### src/rtl/ast_pkg.sv
// Shared constants, types and helpers of the asynchronous serial transmitter
package ast_pkg;

    // ------------------------------------------------------------------
    // Register byte addresses
    // ------------------------------------------------------------------
    localparam logic [7:0] ADDR_TX_CTRL = 8'h00;
    localparam logic [7:0] ADDR_RX_CTRL = 8'h04;
    localparam logic [7:0] ADDR_BAUD_CTRL = 8'h08;
    localparam logic [7:0] ADDR_DIV_LO = 8'h0c;
    localparam logic [7:0] ADDR_DIV_HI = 8'h10;
    localparam logic [7:0] ADDR_HOLD = 8'h14;
    localparam logic [7:0] ADDR_IRQ_CTRL = 8'h18;

    // ------------------------------------------------------------------
    // Field positions and reset values
    // ------------------------------------------------------------------
    localparam int TXC_NINE = 6;
    localparam int TXC_EN = 5;
    localparam int TXC_SYNC = 4;
    localparam int TXC_HIGH_SPEED = 2;
    localparam int TXC_SHIFT_EMPTY = 1;
    localparam int TXC_NINTH = 0;
    localparam int RXC_SERIAL_PORT_ENABLE = 7;
    localparam int BAUD_POLARITY = 4;
    localparam int BAUD_WIDE = 3;
    localparam int IRQC_GLOBAL = 7;
    localparam int IRQC_PERIPH = 6;
    localparam int IRQC_TX_EN = 1;
    localparam int IRQC_TX_FLAG = 0;
    localparam logic [7:0] TX_CTRL_RST = 8'h00;
    localparam logic [7:0] DIV_RST = 8'h00;

    // ------------------------------------------------------------------
    // Timing
    // ------------------------------------------------------------------
    localparam int CLK_PERIOD_NS = 20;
    localparam int TCY_NS = 80;
    localparam int TCY_CLOCKS = (TCY_NS + CLK_PERIOD_NS - 1) / CLK_PERIOD_NS;
    localparam logic [6:0] PRE_SLOW = 7'h40;
    localparam logic [6:0] PRE_MID = 7'h10;
    localparam logic [6:0] PRE_FAST = 7'h04;
    localparam logic [3:0] LAST_BIT_EIGHT = 4'h7;
    localparam logic [3:0] LAST_BIT_NINE = 4'h8;

    // ------------------------------------------------------------------
    // Types
    // ------------------------------------------------------------------
    typedef enum logic [1:0] {
        ST_IDLE = 2'b00,
        ST_START = 2'b01,
        ST_DATA = 2'b10,
        ST_STOP = 2'b11
    } ast_fsm_t;

    typedef struct packed {
        logic psel;
        logic penable;
        logic pwrite;
        logic [7:0] paddr;
        logic [31:0] pwdata;
        logic [3:0] pstrb;
    } ast_apb_req_t;

    typedef struct packed {
        logic pready;
        logic pslverr;
        logic [31:0] prdata;
    } ast_apb_rsp_t;

    typedef struct packed {
        logic [7:0] tx_ctrl;
        logic serial_port_enable;
        logic line_polarity_select;
        logic wide;
        logic [7:0] div_lo;
        logic [7:0] div_hi;
        logic global_irq_enable;
        logic peripheral_irq_enable;
        logic transmit_irq_enable;
        logic [7:0] hold_data;
        logic hold_ninth;
        logic hold_full;
        logic [8:0] shifter;
        logic [3:0] bit_cnt;
        logic nine_frame;
        ast_fsm_t fsm;
        logic [6:0] pre_cnt;
        logic [15:0] div_cnt;
        logic line;
        logic line_oe;
        logic irq;
        ast_apb_rsp_t rsp;
    } ast_state_t;

    // ------------------------------------------------------------------
    // Helpers
    // ------------------------------------------------------------------
    function automatic logic [6:0] ast_prescale(input logic wide, input logic high);
        case ({wide, high})
            2'b00: return PRE_SLOW;
            2'b11: return PRE_FAST;
            default: return PRE_MID;
        endcase
    endfunction

    function automatic logic [15:0] ast_divisor(input logic wide, input logic [7:0] lo,
                                                input logic [7:0] hi);
        return wide ? {hi, lo} : {8'h00, lo};
    endfunction

    function automatic logic ast_mapped(input logic [7:0] addr);
        return addr inside {ADDR_TX_CTRL, ADDR_RX_CTRL, ADDR_BAUD_CTRL, ADDR_DIV_LO,
                            ADDR_DIV_HI, ADDR_HOLD, ADDR_IRQ_CTRL};
    endfunction

endpackage

### src/rtl/ast_transmitter.sv
// Asynchronous serial transmitter with its APB register slave
`timescale 1ns/1ps
`default_nettype none
// ----------------------------------------------------------------------
// Operation
// Line idles at mark between characters
// Start, eight or nine data, stop
// Every bit lasts one baud period
// Data goes least significant bit first
// Baud timing from selectable 8/16-bit generator
// No hardware parity; software uses ninth bit
// Sends only when enabled, asynchronous, port on
// Port enable makes pin a driven output
// Disabled transmitter releases the pin
// Holding write loads idle shifter at once
// Busy shifter: load within one instruction cycle
// Polarity bit inverts whole line including idle
// Polarity acts in asynchronous mode only; here it also inverts the idle pin level in synchronous mode
// Empty flag clear only while holding full; here it is also clear while the transmitter is disabled
// Empty flag valid by second instruction cycle
// Empty flag read-only, set by enable
// Request needs flag and three enables
// Shifter-empty status clear while shifting
// Nine-bit mode sends stored ninth bit last
// Software writes ninth bit before low byte
// Ninth bit one marks an address
// Software enables interrupt only while data remains
// Keep mark level until next character
// ----------------------------------------------------------------------
module ast_transmitter (
    // Clock and reset
    input wire logic clk_i,
    input wire logic rst_b_i,
    // APB slave
    input wire ast_pkg::ast_apb_req_t apb_i,
    output var ast_pkg::ast_apb_rsp_t apb_o,
    // Transmit pin
    output var logic transmit_clock_pin_o,
    output var logic transmit_clock_pin_oe_o,
    // Interrupt request
    output var logic tx_irq_o
);
    import ast_pkg::*;

    // ------------------------------------------------------------------
    // Reset release
    // ------------------------------------------------------------------
    logic rst_meta_b;
    logic rst_b;

    always_ff @(posedge clk_i or negedge rst_b_i) begin
        if (!rst_b_i) begin
            rst_meta_b <= 1'b0;
            rst_b <= 1'b0;
        end else begin
            rst_meta_b <= 1'b1;
            rst_b <= rst_meta_b;
        end
    end

    // ------------------------------------------------------------------
    // Decoded controls
    // ------------------------------------------------------------------
    ast_state_t st;
    ast_state_t next_st;
    logic tx_en;
    logic active;
    logic transmit_empty_flag;
    logic shifter_empty_status;
    logic access;
    logic commit;
    logic tick;
    logic last_data;
    logic [6:0] pre_max;
    logic [15:0] divisor;
    logic [7:0] rd_byte;

    assign tx_en = st.tx_ctrl[TXC_EN];
    // Synchronous mode is not built here, so it simply blocks sending
    assign active = tx_en & ~st.tx_ctrl[TXC_SYNC] & st.serial_port_enable;
    assign transmit_empty_flag = tx_en & ~st.hold_full;
    assign shifter_empty_status = (st.fsm == ST_IDLE);
    assign pre_max = ast_prescale(st.wide, st.tx_ctrl[TXC_HIGH_SPEED]);
    assign divisor = ast_divisor(st.wide, st.div_lo, st.div_hi);
    assign tick = (st.fsm != ST_IDLE) && (st.pre_cnt == pre_max - 7'h01)
                  && (st.div_cnt == 16'h0000);
    assign last_data = (st.bit_cnt == (st.nine_frame ? LAST_BIT_NINE : LAST_BIT_EIGHT));
    assign access = apb_i.psel & apb_i.penable & ~st.rsp.pready;
    // A write lands only at the edge where the master sees pready high
    assign commit = apb_i.psel & apb_i.penable & st.rsp.pready & apb_i.pwrite
                    & ~st.rsp.pslverr & apb_i.pstrb[0];

    // ------------------------------------------------------------------
    // Read multiplexer
    // ------------------------------------------------------------------
    always_comb begin
        rd_byte = 8'h00;
        case (apb_i.paddr)
            ADDR_TX_CTRL: begin
                rd_byte = st.tx_ctrl;
                rd_byte[TXC_SHIFT_EMPTY] = shifter_empty_status;
            end
            ADDR_RX_CTRL: rd_byte[RXC_SERIAL_PORT_ENABLE] = st.serial_port_enable;
            ADDR_BAUD_CTRL: begin
                rd_byte[BAUD_POLARITY] = st.line_polarity_select;
                rd_byte[BAUD_WIDE] = st.wide;
            end
            ADDR_DIV_LO: rd_byte = st.div_lo;
            ADDR_DIV_HI: rd_byte = st.div_hi;
            ADDR_IRQ_CTRL: begin
                rd_byte[IRQC_GLOBAL] = st.global_irq_enable;
                rd_byte[IRQC_PERIPH] = st.peripheral_irq_enable;
                rd_byte[IRQC_TX_EN] = st.transmit_irq_enable;
                rd_byte[IRQC_TX_FLAG] = transmit_empty_flag;
            end
            default: rd_byte = 8'h00;
        endcase
    end

    // ------------------------------------------------------------------
    // Next state
    // ------------------------------------------------------------------
    always_comb begin
        next_st = st;

        // Bus answer: one wait cycle, then pready for one cycle
        next_st.rsp.pready = access;
        next_st.rsp.pslverr = access & ~ast_mapped(apb_i.paddr);
        next_st.rsp.prdata = (access & ~apb_i.pwrite) ? {24'h000000, rd_byte} : 32'h00000000;

        // Baud generator restarts with each character so bit one is full length
        if (st.fsm == ST_IDLE) begin
            next_st.pre_cnt = 7'h00;
            next_st.div_cnt = divisor;
        end else if (st.pre_cnt == pre_max - 7'h01) begin
            next_st.pre_cnt = 7'h00;
            next_st.div_cnt = (st.div_cnt == 16'h0000) ? divisor : st.div_cnt - 16'h0001;
        end else begin
            next_st.pre_cnt = st.pre_cnt + 7'h01;
        end

        // Frame sequencer
        case (st.fsm)
            ST_IDLE: begin
                if (st.hold_full) begin
                    next_st.shifter = {st.hold_ninth, st.hold_data};
                    next_st.nine_frame = st.tx_ctrl[TXC_NINE];
                    next_st.hold_full = 1'b0;
                    next_st.bit_cnt = 4'h0;
                    next_st.fsm = ST_START;
                end
            end
            ST_START: begin
                if (tick) begin
                    next_st.fsm = ST_DATA;
                end
            end
            ST_DATA: begin
                if (tick) begin
                    next_st.shifter = {1'b0, st.shifter[8:1]};
                    next_st.bit_cnt = st.bit_cnt + 4'h1;
                    if (last_data) begin
                        next_st.fsm = ST_STOP;
                    end
                end
            end
            ST_STOP: begin
                if (tick) begin
                    next_st.fsm = ST_IDLE;
                end
            end
            default: next_st.fsm = ST_IDLE;
        endcase

        // Register writes
        if (commit) begin
            case (apb_i.paddr)
                ADDR_TX_CTRL: begin
                    next_st.tx_ctrl = apb_i.pwdata[7:0];
                    next_st.tx_ctrl[TXC_SHIFT_EMPTY] = 1'b0;
                end
                ADDR_RX_CTRL: next_st.serial_port_enable = apb_i.pwdata[RXC_SERIAL_PORT_ENABLE];
                ADDR_BAUD_CTRL: begin
                    next_st.line_polarity_select = apb_i.pwdata[BAUD_POLARITY];
                    next_st.wide = apb_i.pwdata[BAUD_WIDE];
                end
                ADDR_DIV_LO: next_st.div_lo = apb_i.pwdata[7:0];
                ADDR_DIV_HI: next_st.div_hi = apb_i.pwdata[7:0];
                ADDR_HOLD: begin
                    // Written after any load above, so a character written in the cycle of a load is not lost
                    if (active) begin
                        next_st.hold_data = apb_i.pwdata[7:0];
                        next_st.hold_ninth = st.tx_ctrl[TXC_NINTH];
                        next_st.hold_full = 1'b1;
                    end
                end
                ADDR_IRQ_CTRL: begin
                    next_st.global_irq_enable = apb_i.pwdata[IRQC_GLOBAL];
                    next_st.peripheral_irq_enable = apb_i.pwdata[IRQC_PERIPH];
                    next_st.transmit_irq_enable = apb_i.pwdata[IRQC_TX_EN];
                end
                default: next_st.serial_port_enable = st.serial_port_enable;
            endcase
        end

        // Leaving asynchronous transmit drops any frame and queued character
        if (!active) begin
            next_st.fsm = ST_IDLE;
            next_st.hold_full = 1'b0;
        end

        // Pin and request, from the values about to be registered
        case (next_st.fsm)
            ST_START: next_st.line = 1'b0;
            ST_DATA: next_st.line = next_st.shifter[0];
            default: next_st.line = 1'b1;
        endcase
        next_st.line = next_st.line ^ next_st.line_polarity_select;
        next_st.line_oe = next_st.serial_port_enable & next_st.tx_ctrl[TXC_EN];
        next_st.irq = next_st.tx_ctrl[TXC_EN] & ~next_st.hold_full & next_st.transmit_irq_enable
                      & next_st.peripheral_irq_enable & next_st.global_irq_enable;
    end

    // ------------------------------------------------------------------
    // State register
    // ------------------------------------------------------------------
    always_ff @(posedge clk_i or negedge rst_b) begin
        if (!rst_b) begin
            st <= '0;
            st.tx_ctrl <= TX_CTRL_RST;
            st.div_lo <= DIV_RST;
            st.div_hi <= DIV_RST;
            st.fsm <= ST_IDLE;
            st.line <= 1'b1;
        end else begin
            st <= next_st;
        end
    end

    assign apb_o = st.rsp;
    assign transmit_clock_pin_o = st.line;
    assign transmit_clock_pin_oe_o = st.line_oe;
    assign tx_irq_o = st.irq;

    // Counters stand in for long repetitions, which the tools would unroll
    logic [23:0] bit_clocks;
    logic [3:0] sent_bits;

    // Clocks since the current bit began, and data bits seen in this frame
    always_ff @(posedge clk_i or negedge rst_b) begin
        if (!rst_b) begin
            bit_clocks <= 24'h000000;
            sent_bits <= 4'h0;
        end else begin
            bit_clocks <= (st.fsm == ST_IDLE || tick) ? 24'h000000 : bit_clocks + 24'h000001;
            if (st.fsm == ST_IDLE) begin
                sent_bits <= 4'h0;
            end else if (tick && st.fsm == ST_DATA) begin
                sent_bits <= sent_bits + 4'h1;
            end
        end
    end
endmodule
`default_nettype wire

### config.mk
export PLATFORM = sky130hd
export DESIGN_NAME = ast_transmitter
export DESIGN_NICKNAME = d
export VERILOG_FILES = /design/src/rtl/ast_pkg.sv /design/src/rtl/ast_transmitter.sv
export SDC_FILE = /design/constraint.sdc
export NUM_CORES = 1
export LEC_CHECK = 0
export BUFFER_PORTS_ARGS = -buffer_cell sky130_fd_sc_hd__clkbuf_2
export CORE_UTILIZATION = 51
export DETAILED_ROUTE_END_ITERATION = 8
export PLACE_DENSITY = 0.84
export SYNTH_ARGS = -nofsm -noshare
export SYNTH_HDL_FRONTEND = slang
export SYNTH_SLANG_ARGS = --single-unit
### constraint.sdc
create_clock -name clk_i -period 2.5 [get_ports clk_i]
set_input_delay 0.375 -clock clk_i [delete_from_list [all_inputs] [get_ports clk_i]]
set_output_delay 0.375 -clock clk_i [all_outputs]
set_load 0.05 [all_outputs]
==> summary.txt, run 1 <==
Synthesis
  – Synth area leader: dfrtp_1
  – Top-area cell type share of the netlist area: around 48%
  – Synthesized flop and latch total: between 90 and 100
  – Register area share after synthesis: 48.9%
  – Cell types occupying the most area after synthesis: dfrtp_1, mux2_2, buf_4
  – Synth unique cells: 64
  – Post-synth EDFFs: 0
  – Syn avg cell area: slightly above 10 sq um
  – Gate count after technology mapping: 471
  – Mapped Area: 4760 sq um
  – Ys async rst share: 100%
  – Synth Flop Type: dfrtp_1
  – Synthesis warning total: 0

Timing
  – Measured slew at the worst slew-check pin: 0.819 ns
  – Hold Fails Final Rpt: 0
  – Final Critical Period: 2.36 ns
  – Clock skew: 0.0185 ns
  – Slew headroom: 45.2%
  – Final setup vio count: 0
  – Crit share post-route: 94.3%
  – RSZ-0062 raised after global routing: false
  – Hold_ws: 0.245 ns
  – FMAX: 424 MHz
  – Final Max Slew Viols: 0

GRT
  – GRT overflow: 0
  – First-pass GRT wire length: ~18000 um
  – Vias in the first global route: around 3700
  – Initial antenna violation count: 0
  – Overall Global Routing Usage: 23.4%
  – Largest net degree at the start of global routing: 46

Power
  – Power per Cell Area: 519 nW/um^2
  – Leakage: 2.54 nW
  – Psw: between 700 and 800 uW
  – Combinational Power Share: 6.5%
  – Sw frac: 28.1%
  – VDD IR max: 0.363 mV
  – Pwr Total: 2.68 mW
  – Power Internal: 1.93 mW
  – Seq pwr share: 56.7%
  – Clock power share: 36.8%

Floorplanning
  – I/O pin count: 86
  – Starting Density: 53.5%
  – Core area: 8890 sq um
  – # rows: 34
  – Die H: approximately 100 um
  – Die Wd: 98.6 um
  – Die area: approximately 9700 sq um

Cells and area
  – # diodes: 0
  – Nets: 557
  – Area growth, synth to finish: 8.46%
  – Share of cells above drive strength 1: 23.7%
  – Filler cells: 715

Setup path
  – Worst Setup End Kind: register
  – Worst reg-to-reg setup slack: 0.14 ns
  – Critical Path Fanout Max: 5
  – CP required: between 2 and 3 ns
  – Startpoint types: register
  – Arrival @ worst endpoint: 2.65 ns
  – Critical path type: register to register

Route
  – Post-Route WL: 10800 um
  – Vias post-DR: 3717
  – Vias per cell: 6.01
  – ANT nets after route: 0
  – Top sig layer: met4
  – DRC viols: 0
  – DR WL met2: 5410 um
  – Met3 WL post-DR: between 700 and 800 um
  – TritonRoute pass-1 iters: 5
  – Starting DRC count in detailed routing: between 200 and 250
  – M1 WL: 4310 um
  – WL per Instance: roughly 17 um

Run
  – MaxCap Viol Count: 0

Clock tree
  – Clock Pin Slew Worst Setup and Hold Paths: 0.11 ns
  – Longest Clk Path Bufs: 2
  – Cts bufs inserted: 9
  – Worst skew pair latency: ~0.37 ns
  – Clock Tree Root: clkbuf_8
  – CTS tree: done
  – Clk sinks: 93
  – H-tree depth: 3

Place
  – Post-detail-place hpwl: just under 8000 um
  – PortBufs: 34
  – GP Congestion: 0.941

Status
  – Status: completed

Min path
  – Hold crit path type: register to asynchronous set/reset pin
==> flip-flops by register name, indices dropped and copies added (netlist names) <==
name and count:
rst_meta_b 1, tx_irq_o 1, apb_o 10, transmit_clock_pin_o 1, transmit_clock_pin_oe_o 1, st 78, rst_b 1
==> worst max-delay path, cell delays in order, from the launching register on <==
cell       delay, ns
dfrtp_1         0.42
inv_1           0.07
ha_1            0.20
nor3b_4         0.25
nor3b_4         0.29
nand4_2         0.23
nor3_2          0.24
a211o_1         0.21
a2bb2oi_2       0.16
xor2_1          0.20
==> cells in the final DEF, fill, tap and decap left out, types with 12 or more instances in the layout <==
| cell type | count |
|---|---|
| dfrtp_1 | 91 |
| nand2_1 | 53 |
| o21ai_0 | 25 |
| nor2_1 | 47 |
| buf_4 | 15 |
| a22oi_1 | 13 |
| nand3_1 | 12 |
| mux2_2 | 36 |
| conb_1 | 25 |
| clkbuf_2 | 34 |
| a21oi_1 | 18 |
==> cells by family (layout without fill, tap and decap cells) <==
kind of cell / after synthesis / in the layout / synth area share, %
AND/OR/NAND/NOR: 173 / 173 / 18.4
flip-flops: 93 / 93 / 48.9
multiplexers: 44 / 44 / 10.3
AO/OA/AOI/OAI: 87 / 87 / 11.9
other: 2 / 25 / 0.158
adder cells (fa/ha/maj): 3 / 3 / 0.789
buffers and inverters: 60 / 76 / 7.86
XOR/XNOR: 9 / 9 / 1.66
==> synth_stat cells, types with 3 or more instances <==
master    count
ha_1          3
a222oi_1      3
mux2i_1       7
dfrtp_1      92
nor3_2        3
o21ai_0      25
xnor2_1       5
clkbuf_1      9
nand2_1      53
nand4_1       3
buf_4        34
nor2_1       48
and2_1        3
nand3_1      12
a31oi_1       4
nor4_1        7
xor2_1        4
nand2b_1      4
a21oi_1      18
and3_1        6
mux2_2       36
nor3_1        8
buf_2         5
or3_1         6
inv_1         9
a22oi_1      13
==> repair_timing <==
action,4_1_cts,5_1_grt
endpoints found under the hold margin,2,0
setup endpoints to repair,1,11
gates resized for setup,1,3
hold buffers,1,0
buffers inserted,0,0
==> cell type report <==
cell class              count  area [sq um]  area share [%]
clock buffers               9           124            2.40
repair buffers             51           313            6.06
well taps                 108           135            2.62
flip-flops and latches     93          2330            45.2
inverters                   9          33.8           0.654
multi-input cells         341          2160            41.8
clock inverters             7          65.1            1.26
==> power groups by stage <==
stage          clock network [mW]  registers [mW]  logic (mW)
2_1_floorplan                   0            1.56       0.145
4_1_cts                      1.00            1.52       0.174
3_5_place_dp                    0            1.55       0.173
6_report                    0.986            1.52       0.174
5_1_grt                      1.06            1.52       0.187
3_3_place_gp                    0            1.55       0.169
==> path summary, 6_finish.rpt <==
kind | startpoint | depth (start not counted) | to
hold / removal | rst_b | 0 | transmit_clock_pin_oe_o
min in group clk_i | apb_i[4] | 2 | st[89]
hold reg to reg | rst_b | 0 | transmit_clock_pin_oe_o
setup reg to reg | st[37] | 9 | transmit_clock_pin_o
max in group asynchronous | rst_b | 1 | transmit_clock_pin_o
setup / recovery | st[37] | 9 | transmit_clock_pin_o
==> stage by stage <==
| step | TNS, ns | utilization (%) | worst slack, ns | instance area (sq um) | std cells |
|---|---|---|---|---|---|
| floorplan | 0 | - | 0.310 | 4850 | 494 |
| global placement | 0 | 55.7 | 0.122 | 4950 | 601 |
| detailed placement | -0.0103 | 55.7 | -0.0103 | 4950 | 601 |
| CTS | 0 | 57.9 | 0.108 | 5150 | 618 |
| global route | 0 | 58.1 | 0.00139 | 5160 | 618 |
| finish | 0 | 58.1 | 0.142 | 5160 | 618 |
==> per-layer routing <==
| metal | track usage, % | vias to the layer above |
|---|---|---|
| met1 | 29.7 | 1820 |
| met2 | 39.4 | 183 |
| met4 | 9.53 | 0 |
| met5 | 0 | - |
| li1 | - | 1680 |
| met3 | 4.96 | 34 |
No activity file was read; power rests on OpenSTA's default activity.
==> run 2: changes to the inputs <==
ABC_AREA = 1   (was not set)
CORE_MARGIN = 2   (was not set)
SLEW_MARGIN = 10   (was not set)
==> run 2 against run 1 <==
Against the previous run:
- count of clock-buffer cells in the layout increased by 1
- critical endpoint unchanged
- synthesized area increased by 2.5%
- synthesized cell count increased by 27%
==> summary.txt, run 2 <==
Status
  – Status: completed (unchanged)

GRT
  – First-pass GRT wire length: 17900 um (was 17800 um)
  – Vias in the first global route: 3847 (was 3668)
  – Largest net degree at the start of global routing: 40 (was 46)
  – GRT overflow: 0 (unchanged)
  – Overall Global Routing Usage: 22.3% (was 23.4%)
  – Initial antenna violation count: 0 (unchanged)

Synthesis
  – Top-area cell type share of the netlist area: 47.2% (was 48.4%)
  – Syn avg cell area: 8.16 sq um (was 10.1 sq um)
  – Synth area leader: dfrtp_1 (unchanged)
  – Commonest cells post-synth: nand2_1, dfrtp_1, inv_1, o21ai_0, nor2_1 (was dfrtp_1, nand2_1, nor2_1, mux2_2, buf_4)
  – Ys async rst share: 100% (unchanged)
  – Largest family of logic cells by synthesized area: simple AND/OR/NAND/NOR gates (unchanged)
  – Mapped Area: 4880 sq um (was 4760 sq um)
  – Post-Synth Simple-Gate Area: 24.7% (was 18.4%)
  – Post-synthesis mux area share: 0.231% (was 10.3%)
  – Synth Flop Type: dfrtp_1 (unchanged)
  – Synthesis warning total: 0 (unchanged)
  – Count leader, synth: nand2_1 (was dfrtp_1)
  – Gate count after technology mapping: 598 (was 471)
  – Synthesized flop and latch total: 93 (unchanged)
  – Synth unique cells: 42 (was 64)
  – Adder-Cell Fraction of Synth Area: 0.769% (was 0.788%)
  – Synth Area in XOR/XNOR: 2.33% (was 1.66%)
  – Register area share after synthesis: 47.7% (was 48.9%)
  – Post-synth EDFFs: 0 (unchanged)
  – Cell types occupying the most area after synthesis: dfrtp_1, nand2_1, o21ai_0 (was dfrtp_1, mux2_2, buf_4)
  – Synth Area in Compound Gates: 11.6% (was 11.9%)

Power
  – Power per Cell Area: 631 nW/um^2 (was 519 nW/um^2)
  – Pwr Total: 3.34 mW (was 2.68 mW)
  – VDD IR max: 0.445 mV (was 0.363 mV)
  – Leakage: 2.64 nW (was 2.54 nW)

Setup path
  – FF-to-FF End: transmit_clock_pin_o (unchanged)
  – Startpoint types: register (unchanged)
  – Critical Path Stages: 13 (was 9)
  – Critical Path Fanout Max: 4 (was 5)
  – Crit path cell chain: inv_1 > ha_1 > nand3_1 > inv_1 > nand2_1 > nor2_1 > nand2_1 > nand2_1 > nand3_1 > nor2_1 > nand2_1 > nand3_1 > nand2_1 (was inv_1 > ha_1 > nor3b_4 > nor3b_4 > nand4_2 > nor3_2 > a211o_1 > a2bb2oi_2 > xor2_1)
  – CP required: 2.81 ns (was 2.79 ns)
  – Critical path type: register to register (unchanged)
  – Worst R2R Path Depth: 13 (was 9)
  – Worst path max stage delay: 0.41 ns (was 0.42 ns)
  – Arrival @ worst endpoint: 2.53 ns (was 2.65 ns)
  – Top delay family on crit path: simple AND/OR/NAND/NOR gates (unchanged)
  – CP dominant cell by count: nand2_1 (was nor3b_4)
  – Crit path to: transmit_clock_pin_o (unchanged)
  – Worst Setup End Kind: register (unchanged)
  – Worst reg-to-reg setup slack: 0.28 ns (was 0.14 ns)
  – WP buf/inv: 2 (was 1)
  – Slowest stage cell, crit path: dfrtp_1 (unchanged)
  – Crit path launch: st[37] (unchanged)
  – Worst r2r src: st[37] (unchanged)

Clock tree
  – Clk sinks: 93 (unchanged)
  – Clock Tree Root: clkbuf_8 (unchanged)
  – CTS tree: done (unchanged)
  – Worst skew pair latency: 0.38 ns (was 0.37 ns)
  – Longest Clk Path Bufs: 2 (unchanged)
  – Clock Pin Slew Worst Setup and Hold Paths: 0.10 ns (was 0.11 ns)
  – Cts bufs inserted: 9 (unchanged)
  – Postcts setup bufs: 0 (unchanged)
  – H-tree depth: 3 (unchanged)

Cells and area
  – Share of cells above drive strength 1: 14.2% (was 23.7%)
  – Max reg flops: 78 (unchanged)
  – # diodes: 0 (unchanged)
  – Most flops, register: st (unchanged)
  – Nets: 680 (was 557)
  – Most frequent cells in the layout: nand2_1, dfrtp_1, inv_1 (was dfrtp_1, nand2_1, nor2_1)
  – Filler cells: 824 (was 715)
  – Commonest non-fill, non-tap cell in the layout: nand2_1 (was dfrtp_1)
  – Area growth, synth to finish: 8.49% (was 8.46%)

Timing
  – Final setup vio count: 0 (unchanged)
  – Slew headroom: 53.8% (was 45.2%)
  – Measured slew at the worst slew-check pin: 0.688 ns (was 0.819 ns)
  – TNS Setup: 0 ns (unchanged)
  – FMAX: 451 MHz (was 424 MHz)
  – Clock skew: 0.0117 ns (was 0.0185 ns)
  – Final Max Slew Viols: 0 (unchanged)
  – RSZ-0062 raised after global routing: false (unchanged)
  – Crit share post-route: 88.6% (was 94.3%)
  – Final Critical Period: 2.22 ns (was 2.36 ns)
  – Hold Fails Final Rpt: 0 (unchanged)
  – Final worst slack: 0.284 ns (was 0.142 ns)

Route
  – WL per Instance: 14.0 um (was 17.5 um)
  – Vias post-DR: 3961 (was 3717)
  – Vias per cell: 5.20 (was 6.01)
  – Starting DRC count in detailed routing: 315 (was 219)
  – Post-Route WL: 10700 um (was 10800 um)
  – ANT nets after route: 0 (unchanged)
  – DRC viols: 0 (unchanged)
  – TritonRoute pass-1 iters: 5 (unchanged)

Floorplanning
  – Core area: 9280 sq um (was 8890 sq um)
  – I/O pin count: 86 (unchanged)
  – Starting Density: 52.6% (was 53.5%)
  – Die area: 10400 sq um (was 9720 sq um)
  – Die Wd: 102 um (was 98.6 um)
  – # rows: 35 (was 34)
  – Die H: 102 um (was 98.6 um)

Place
  – Post-detail-place hpwl: 7910 um (was 7860 um)
  – GP Congestion: 0.933 (was 0.941)
  – PortBufs: 34 (unchanged)
  – DP Worst Slack: 0.347 ns (was -0.0103 ns)

Min path
  – Hold crit path type: primary input to register (was register to asynchronous set/reset pin)

Run
  – MaxCap Viol Count: 0 (unchanged)
run 2: cell types whose count changed in the layout (fill, tap and decap cells not counted), sizes merged, moves of 7 or more:
cell,delta
inv,+66
mux2,-36
mux2i,-7
a22oi,-11
o211ai,+9
buf,-9
o21ai,+32
nand3,+31
nand2,+98
a21oi,-10
run 2: cells by family (layout without fill, tap and decap cells):
| family | count (synthesis) | after routing |
|---|---|---|
| flops | 93 | 93 |
| buf+inv | 124 | 136 |
| fa+ha+maj | 3 | 3 |
| mux | 1 | 1 |
| compound gates | 96 | 96 |
| xor+xnor | 13 | 13 |
| other cells | 2 | 25 |
| simple gates | 266 | 266 |
run 2: worst reg2reg max path: cells and delay by family, from the launching register on:
| kind | cells | cell delay, ns |
|---|---|---|
| DFF | 1 | 0.41 |
| and+or+nand+nor | 10 | 1.34 |
| buffers and inverters | 2 | 0.23 |
| adders and majority gates | 1 | 0.18 |
run 2: final cells by class:
| class | count | area, sq um | share of cell area, % |
|---|---|---|---|
| flip-flops and latches | 93 | 2330 | 44.0 |
| clock inverters | 6 | 93.8 | 1.77 |
| well taps | 129 | 161 | 3.05 |
| multi-input cells | 404 | 2030 | 38.3 |
| clock buffers | 10 | 138 | 2.60 |
| inverters | 78 | 295 | 5.58 |
| repair buffers | 42 | 245 | 4.63 |
run 2: power breakdown:
| group | internal [mW] | leakage, nW | total (mW) | switching [mW] |
|---|---|---|---|---|
| Sequential | 1.60 | 1.23 | 1.68 | 0.0839 |
| Combinational | 0.146 | 1.30 | 0.491 | 0.345 |
| Clock | 0.600 | 0.113 | 1.17 | 0.569 |
run 2: worst min-delay path by stage:
stage | startpoint | cells past startpoint | end | slack, ns
final | apb_i[9] | 2 | st[113] | 0.26
after global routing | apb_i[9] | 2 | st[113] | 0.27
after CTS | apb_i[9] | 2 | st[113] | 0.25
after detailed placement | rst_b_i | 1 | rst_meta_b | 0.16
after global placement | rst_b_i | 1 | rst_meta_b | 0.16
after floorplan | rst_b_i | 0 | rst_b | 0.08
run 2: routing by layer:
metal / GRT usage (%) / wire (um) / vias up
met4: 6.36 / 123 / 0
met5: 0 / 0 / -
li1: - / - / 1928
met1: 28.7 / 4500 / 1872
met3: 5.13 / 733 / 13
met2: 37.9 / 5350 / 148
run 2: stage by stage:
stage	instance area, sq um	cells	util (%)	hold slack (ns)
detailed placement	5050	745	54.4	0.165
floorplan	4970	621	-	0.0794
CTS	5290	762	57.0	0.253
finish	5300	762	57.0	0.264
global route	5300	762	57.0	0.266
global placement	5050	745	54.4	0.162
run 2: timing repair:
item                                    4_1_cts  5_1_grt
hold buffers                                  1        0
endpoints found under the setup margin        0        1
endpoints found under the hold margin         2        0
gates resized for setup                       0        1
==> run 3: changes to the inputs <==
ABC_AREA = not set   (was 1)
BUFFER_PORTS_ARGS = not set   (was -buffer_cell sky130_fd_sc_hd__clkbuf_2)
CAP_MARGIN = 5   (was not set)
CORE_UTILIZATION = 57   (was 51)
DONT_BUFFER_PORTS = 1   (was not set)
PLACE_DENSITY = 0.82   (was 0.84)
==> run 3 against run 2 <==
Against the previous run:
- sequential share of layout area up 2.7 points
- non-clock buffer count down 21
- global-route usage up 2.6 points
- clock power down 16%
- via count down 10%
- final area down 5.7%
- first-iteration DRC count up 15%
- core utilization up 4.0 points
- register-to-register slack worse by 0.21 ns
- combinational power down 74%
==> summary.txt, run 3 (synthesized netlist as in run 1, its figures left out) <==
Status
  – Status: completed (unchanged)

Place
  – Post-detail-place hpwl: 7690 um (was 7910 um)
  – GP Congestion: 0.881 (was 0.933)
  – PortBufs: 0 (was 34)
  – DP Worst Slack: 0.0857 ns (was 0.347 ns)
  – Placed cells: 568 (was 745)

Clock tree
  – Cts bufs inserted: 9 (unchanged)
  – Clock Pin Slew Worst Setup and Hold Paths: 0.10 ns (about the same)
  – H-tree depth: 3 (unchanged)
  – Worst skew pair latency: 0.38 ns (about the same)
  – Clk sinks: 93 (unchanged)
  – Clock Tree Root: clkbuf_8 (unchanged)
  – Longest Clk Path Bufs: 2 (unchanged)
  – Postcts setup bufs: 0 (unchanged)
  – CTS tree: done (unchanged)

Cells and area
  – Filler cells: 653 (was 824)
  – Most flops, register: st (unchanged)
  – Area growth, synth to finish: 4.89% (was 8.49%)
  – # diodes: 0 (unchanged)
  – Non-filler cells, final: 585 (was 762)
  – Nets: 527 (was 680)
  – Share of cells above drive strength 1: 18.5% (was 14.2%)
  – Layout Utilization: 61.1% (was 57.0%)
  – Commonest non-fill, non-tap cell in the layout: dfrtp_1 (was nand2_1)
  – Max reg flops: 78 (unchanged)
  – Most frequent cells in the layout: dfrtp_1, nand2_1, nor2_1 (was nand2_1, dfrtp_1, inv_1)

Timing
  – Final Critical Period: 2.43 ns (was 2.22 ns)
  – Final worst slack: 0.0745 ns (was 0.284 ns)
  – FMAX: 412 MHz (was 451 MHz)
  – TNS Setup: 0 ns (unchanged)
  – Measured slew at the worst slew-check pin: 0.891 ns (was 0.688 ns)
  – Clock skew: 0.0102 ns (was 0.0117 ns)
  – Crit share post-route: 97.0% (was 88.6%)
  – RSZ-0062 raised after global routing: false (unchanged)
  – Slew headroom: 40.6% (was 53.8%)
  – Final Max Slew Viols: 0 (unchanged)
  – Hold Fails Final Rpt: 0 (unchanged)
  – Final setup vio count: 0 (unchanged)

Power
  – Psw: 714 uW (was 998 uW)
  – Clock power share: 37.3% (was 35.0%)
  – VDD IR max: 0.491 mV (was 0.445 mV)
  – Combinational Power Share: 4.8% (was 14.7%)
  – Leakage: 2.41 nW (was 2.64 nW)
  – Power per Cell Area: 530 nW/um^2 (was 631 nW/um^2)
  – Sw frac: 27.0% (was 29.9%)
  – Seq pwr share: 57.9% (was 50.3%)
  – Pwr Total: 2.65 mW (was 3.34 mW)
  – Power Internal: 1.93 mW (was 2.34 mW)

Setup path
  – Critical path type: register to register (unchanged)
  – Crit path to: st[52] (was transmit_clock_pin_o)
  – FF-to-FF End: st[52] (was transmit_clock_pin_o)
  – Crit path launch: st[110] (was st[37])
  – Worst r2r src: st[110] (was st[37])
  – Critical Path Fanout Max: 14 (was 4)
  – CP required: 2.76 ns (was 2.81 ns)
  – Startpoint types: register (unchanged)
  – Worst reg-to-reg setup slack: 0.07 ns (was 0.28 ns)
  – Worst Setup End Kind: register (unchanged)
  – Worst R2R Path Depth: 7 (was 13)
  – Arrival @ worst endpoint: 2.69 ns (was 2.53 ns)

Route
  – Vias post-DR: 3555 (was 3961)
  – Starting DRC count in detailed routing: 362 (was 315)
  – Post-Route WL: 10700 um (about the same)
  – ANT nets after route: 0 (unchanged)
  – DRC viols: 0 (unchanged)
  – Vias per cell: 6.08 (was 5.20)
  – TritonRoute pass-1 iters: 7 (was 5)
  – WL per Instance: 18.3 um (was 14.0 um)

GRT
  – Routing usage on met3: 6.88% (was 5.13%)
  – Initial antenna violation count: 0 (unchanged)
  – Grt met2 use: 39.3% (was 37.9%)
  – Busiest grt layer: met2 (unchanged)
  – Overall Global Routing Usage: 24.8% (was 22.3%)
  – Met1 usage: 33.9% (was 28.7%)
  – Vias in the first global route: 3383 (was 3847)
  – Largest net degree at the start of global routing: 72 (was 40)
  – GRT overflow: 0 (unchanged)
  – First-pass GRT wire length: 17000 um (was 17900 um)

Floorplanning
  – Core area: 8180 sq um (was 9280 sq um)
  – Die Wd: 95.4 um (was 102 um)
  – # rows: 33 (was 35)
  – Starting Density: 58.2% (was 52.6%)
  – I/O pin count: 86 (unchanged)
  – Die area: 9100 sq um (was 10400 sq um)
  – Die H: 95.4 um (was 102 um)

Run
  – MaxCap Viol Count: 0 (unchanged)

Min path
  – Hold crit path type: primary input to register (unchanged)
  – Worst hold path startpoint: apb_i[11] (was apb_i[9])
run 3: cell count changes in the layout (fill, tap and decap cells not counted), moves of 9 or more:
cell,delta
nand2_1,-95
inv_1,-58
mux2_2,+35
clkbuf_2,-34
o21ai_0,-30
nand3_1,-27
buf_4,+14
a22oi_1,+11
a21oi_1,+10
inv_2,-9
o211ai_1,-9
run 3: layout make-up:
type	instances	area (sq um)	share of cell area, %
Timing Repair Buffer	21	160	3.21
Clock buffer	10	138	2.76
Tap cell	105	131	2.63
Sequential cell	93	2330	46.7
Multi-Input combinational cell	341	2150	43.0
Clock inverter	6	51.3	1.03
Inverter	9	33.8	0.677
run 3: power groups by stage:
stage,registers [mW],clock network [mW],logic (mW)
3_3_place_gp,1.56,0,0.124
6_report,1.53,0.987,0.127
2_1_floorplan,1.56,0,0.145
4_1_cts,1.53,0.998,0.127
3_5_place_dp,1.56,0,0.125
5_1_grt,1.54,1.06,0.136
run 3: worst min path at each step:
stage / depth (start not counted) / to / slack, ns
final: 1 / st[96] / 0.14
after global routing: 1 / st[85] / 0.12
after CTS: 1 / st[112] / 0.14
after detailed placement: 0 / rst_meta_b / 0.08
after global placement: 0 / rst_meta_b / 0.08
after floorplan: 0 / rst_b / 0.08
run 3: timing repair:
item | 4_1_cts | 5_1_grt
gates resized for setup | 0 | 1
endpoints found under the setup margin | 0 | 3
hold endpoints to repair | 2 | 0
hold buffers | 1 | 0
run 3: worst max-delay path, cell delays in order, from the launching register on:
cell and delay [ns]:
dfrtp_1 0.51, a21boi_0 0.14, a32o_1 0.22, and4b_1 0.32, nor2_1 0.71, nor2_1 0.20
nand3_1 0.13, o21ai_0 0.08
run 3: stage by stage:
stage | hold WS, ns | instance area (sq um)
floorplan | 0.0794 | 4850
global placement | 0.0795 | 4790
detailed placement | 0.0795 | 4790
CTS | 0.137 | 4990
global route | 0.125 | 4990
finish | 0.138 | 4990
run 3: layer usage:
metal,vias to the layer above,routed length (um),part of all wire [%]
met3,18,803,7.5
met2,141,5230,49
met5,-,0,0
met1,1773,4500,42
li1,1623,-,-
met4,0,155,1.5
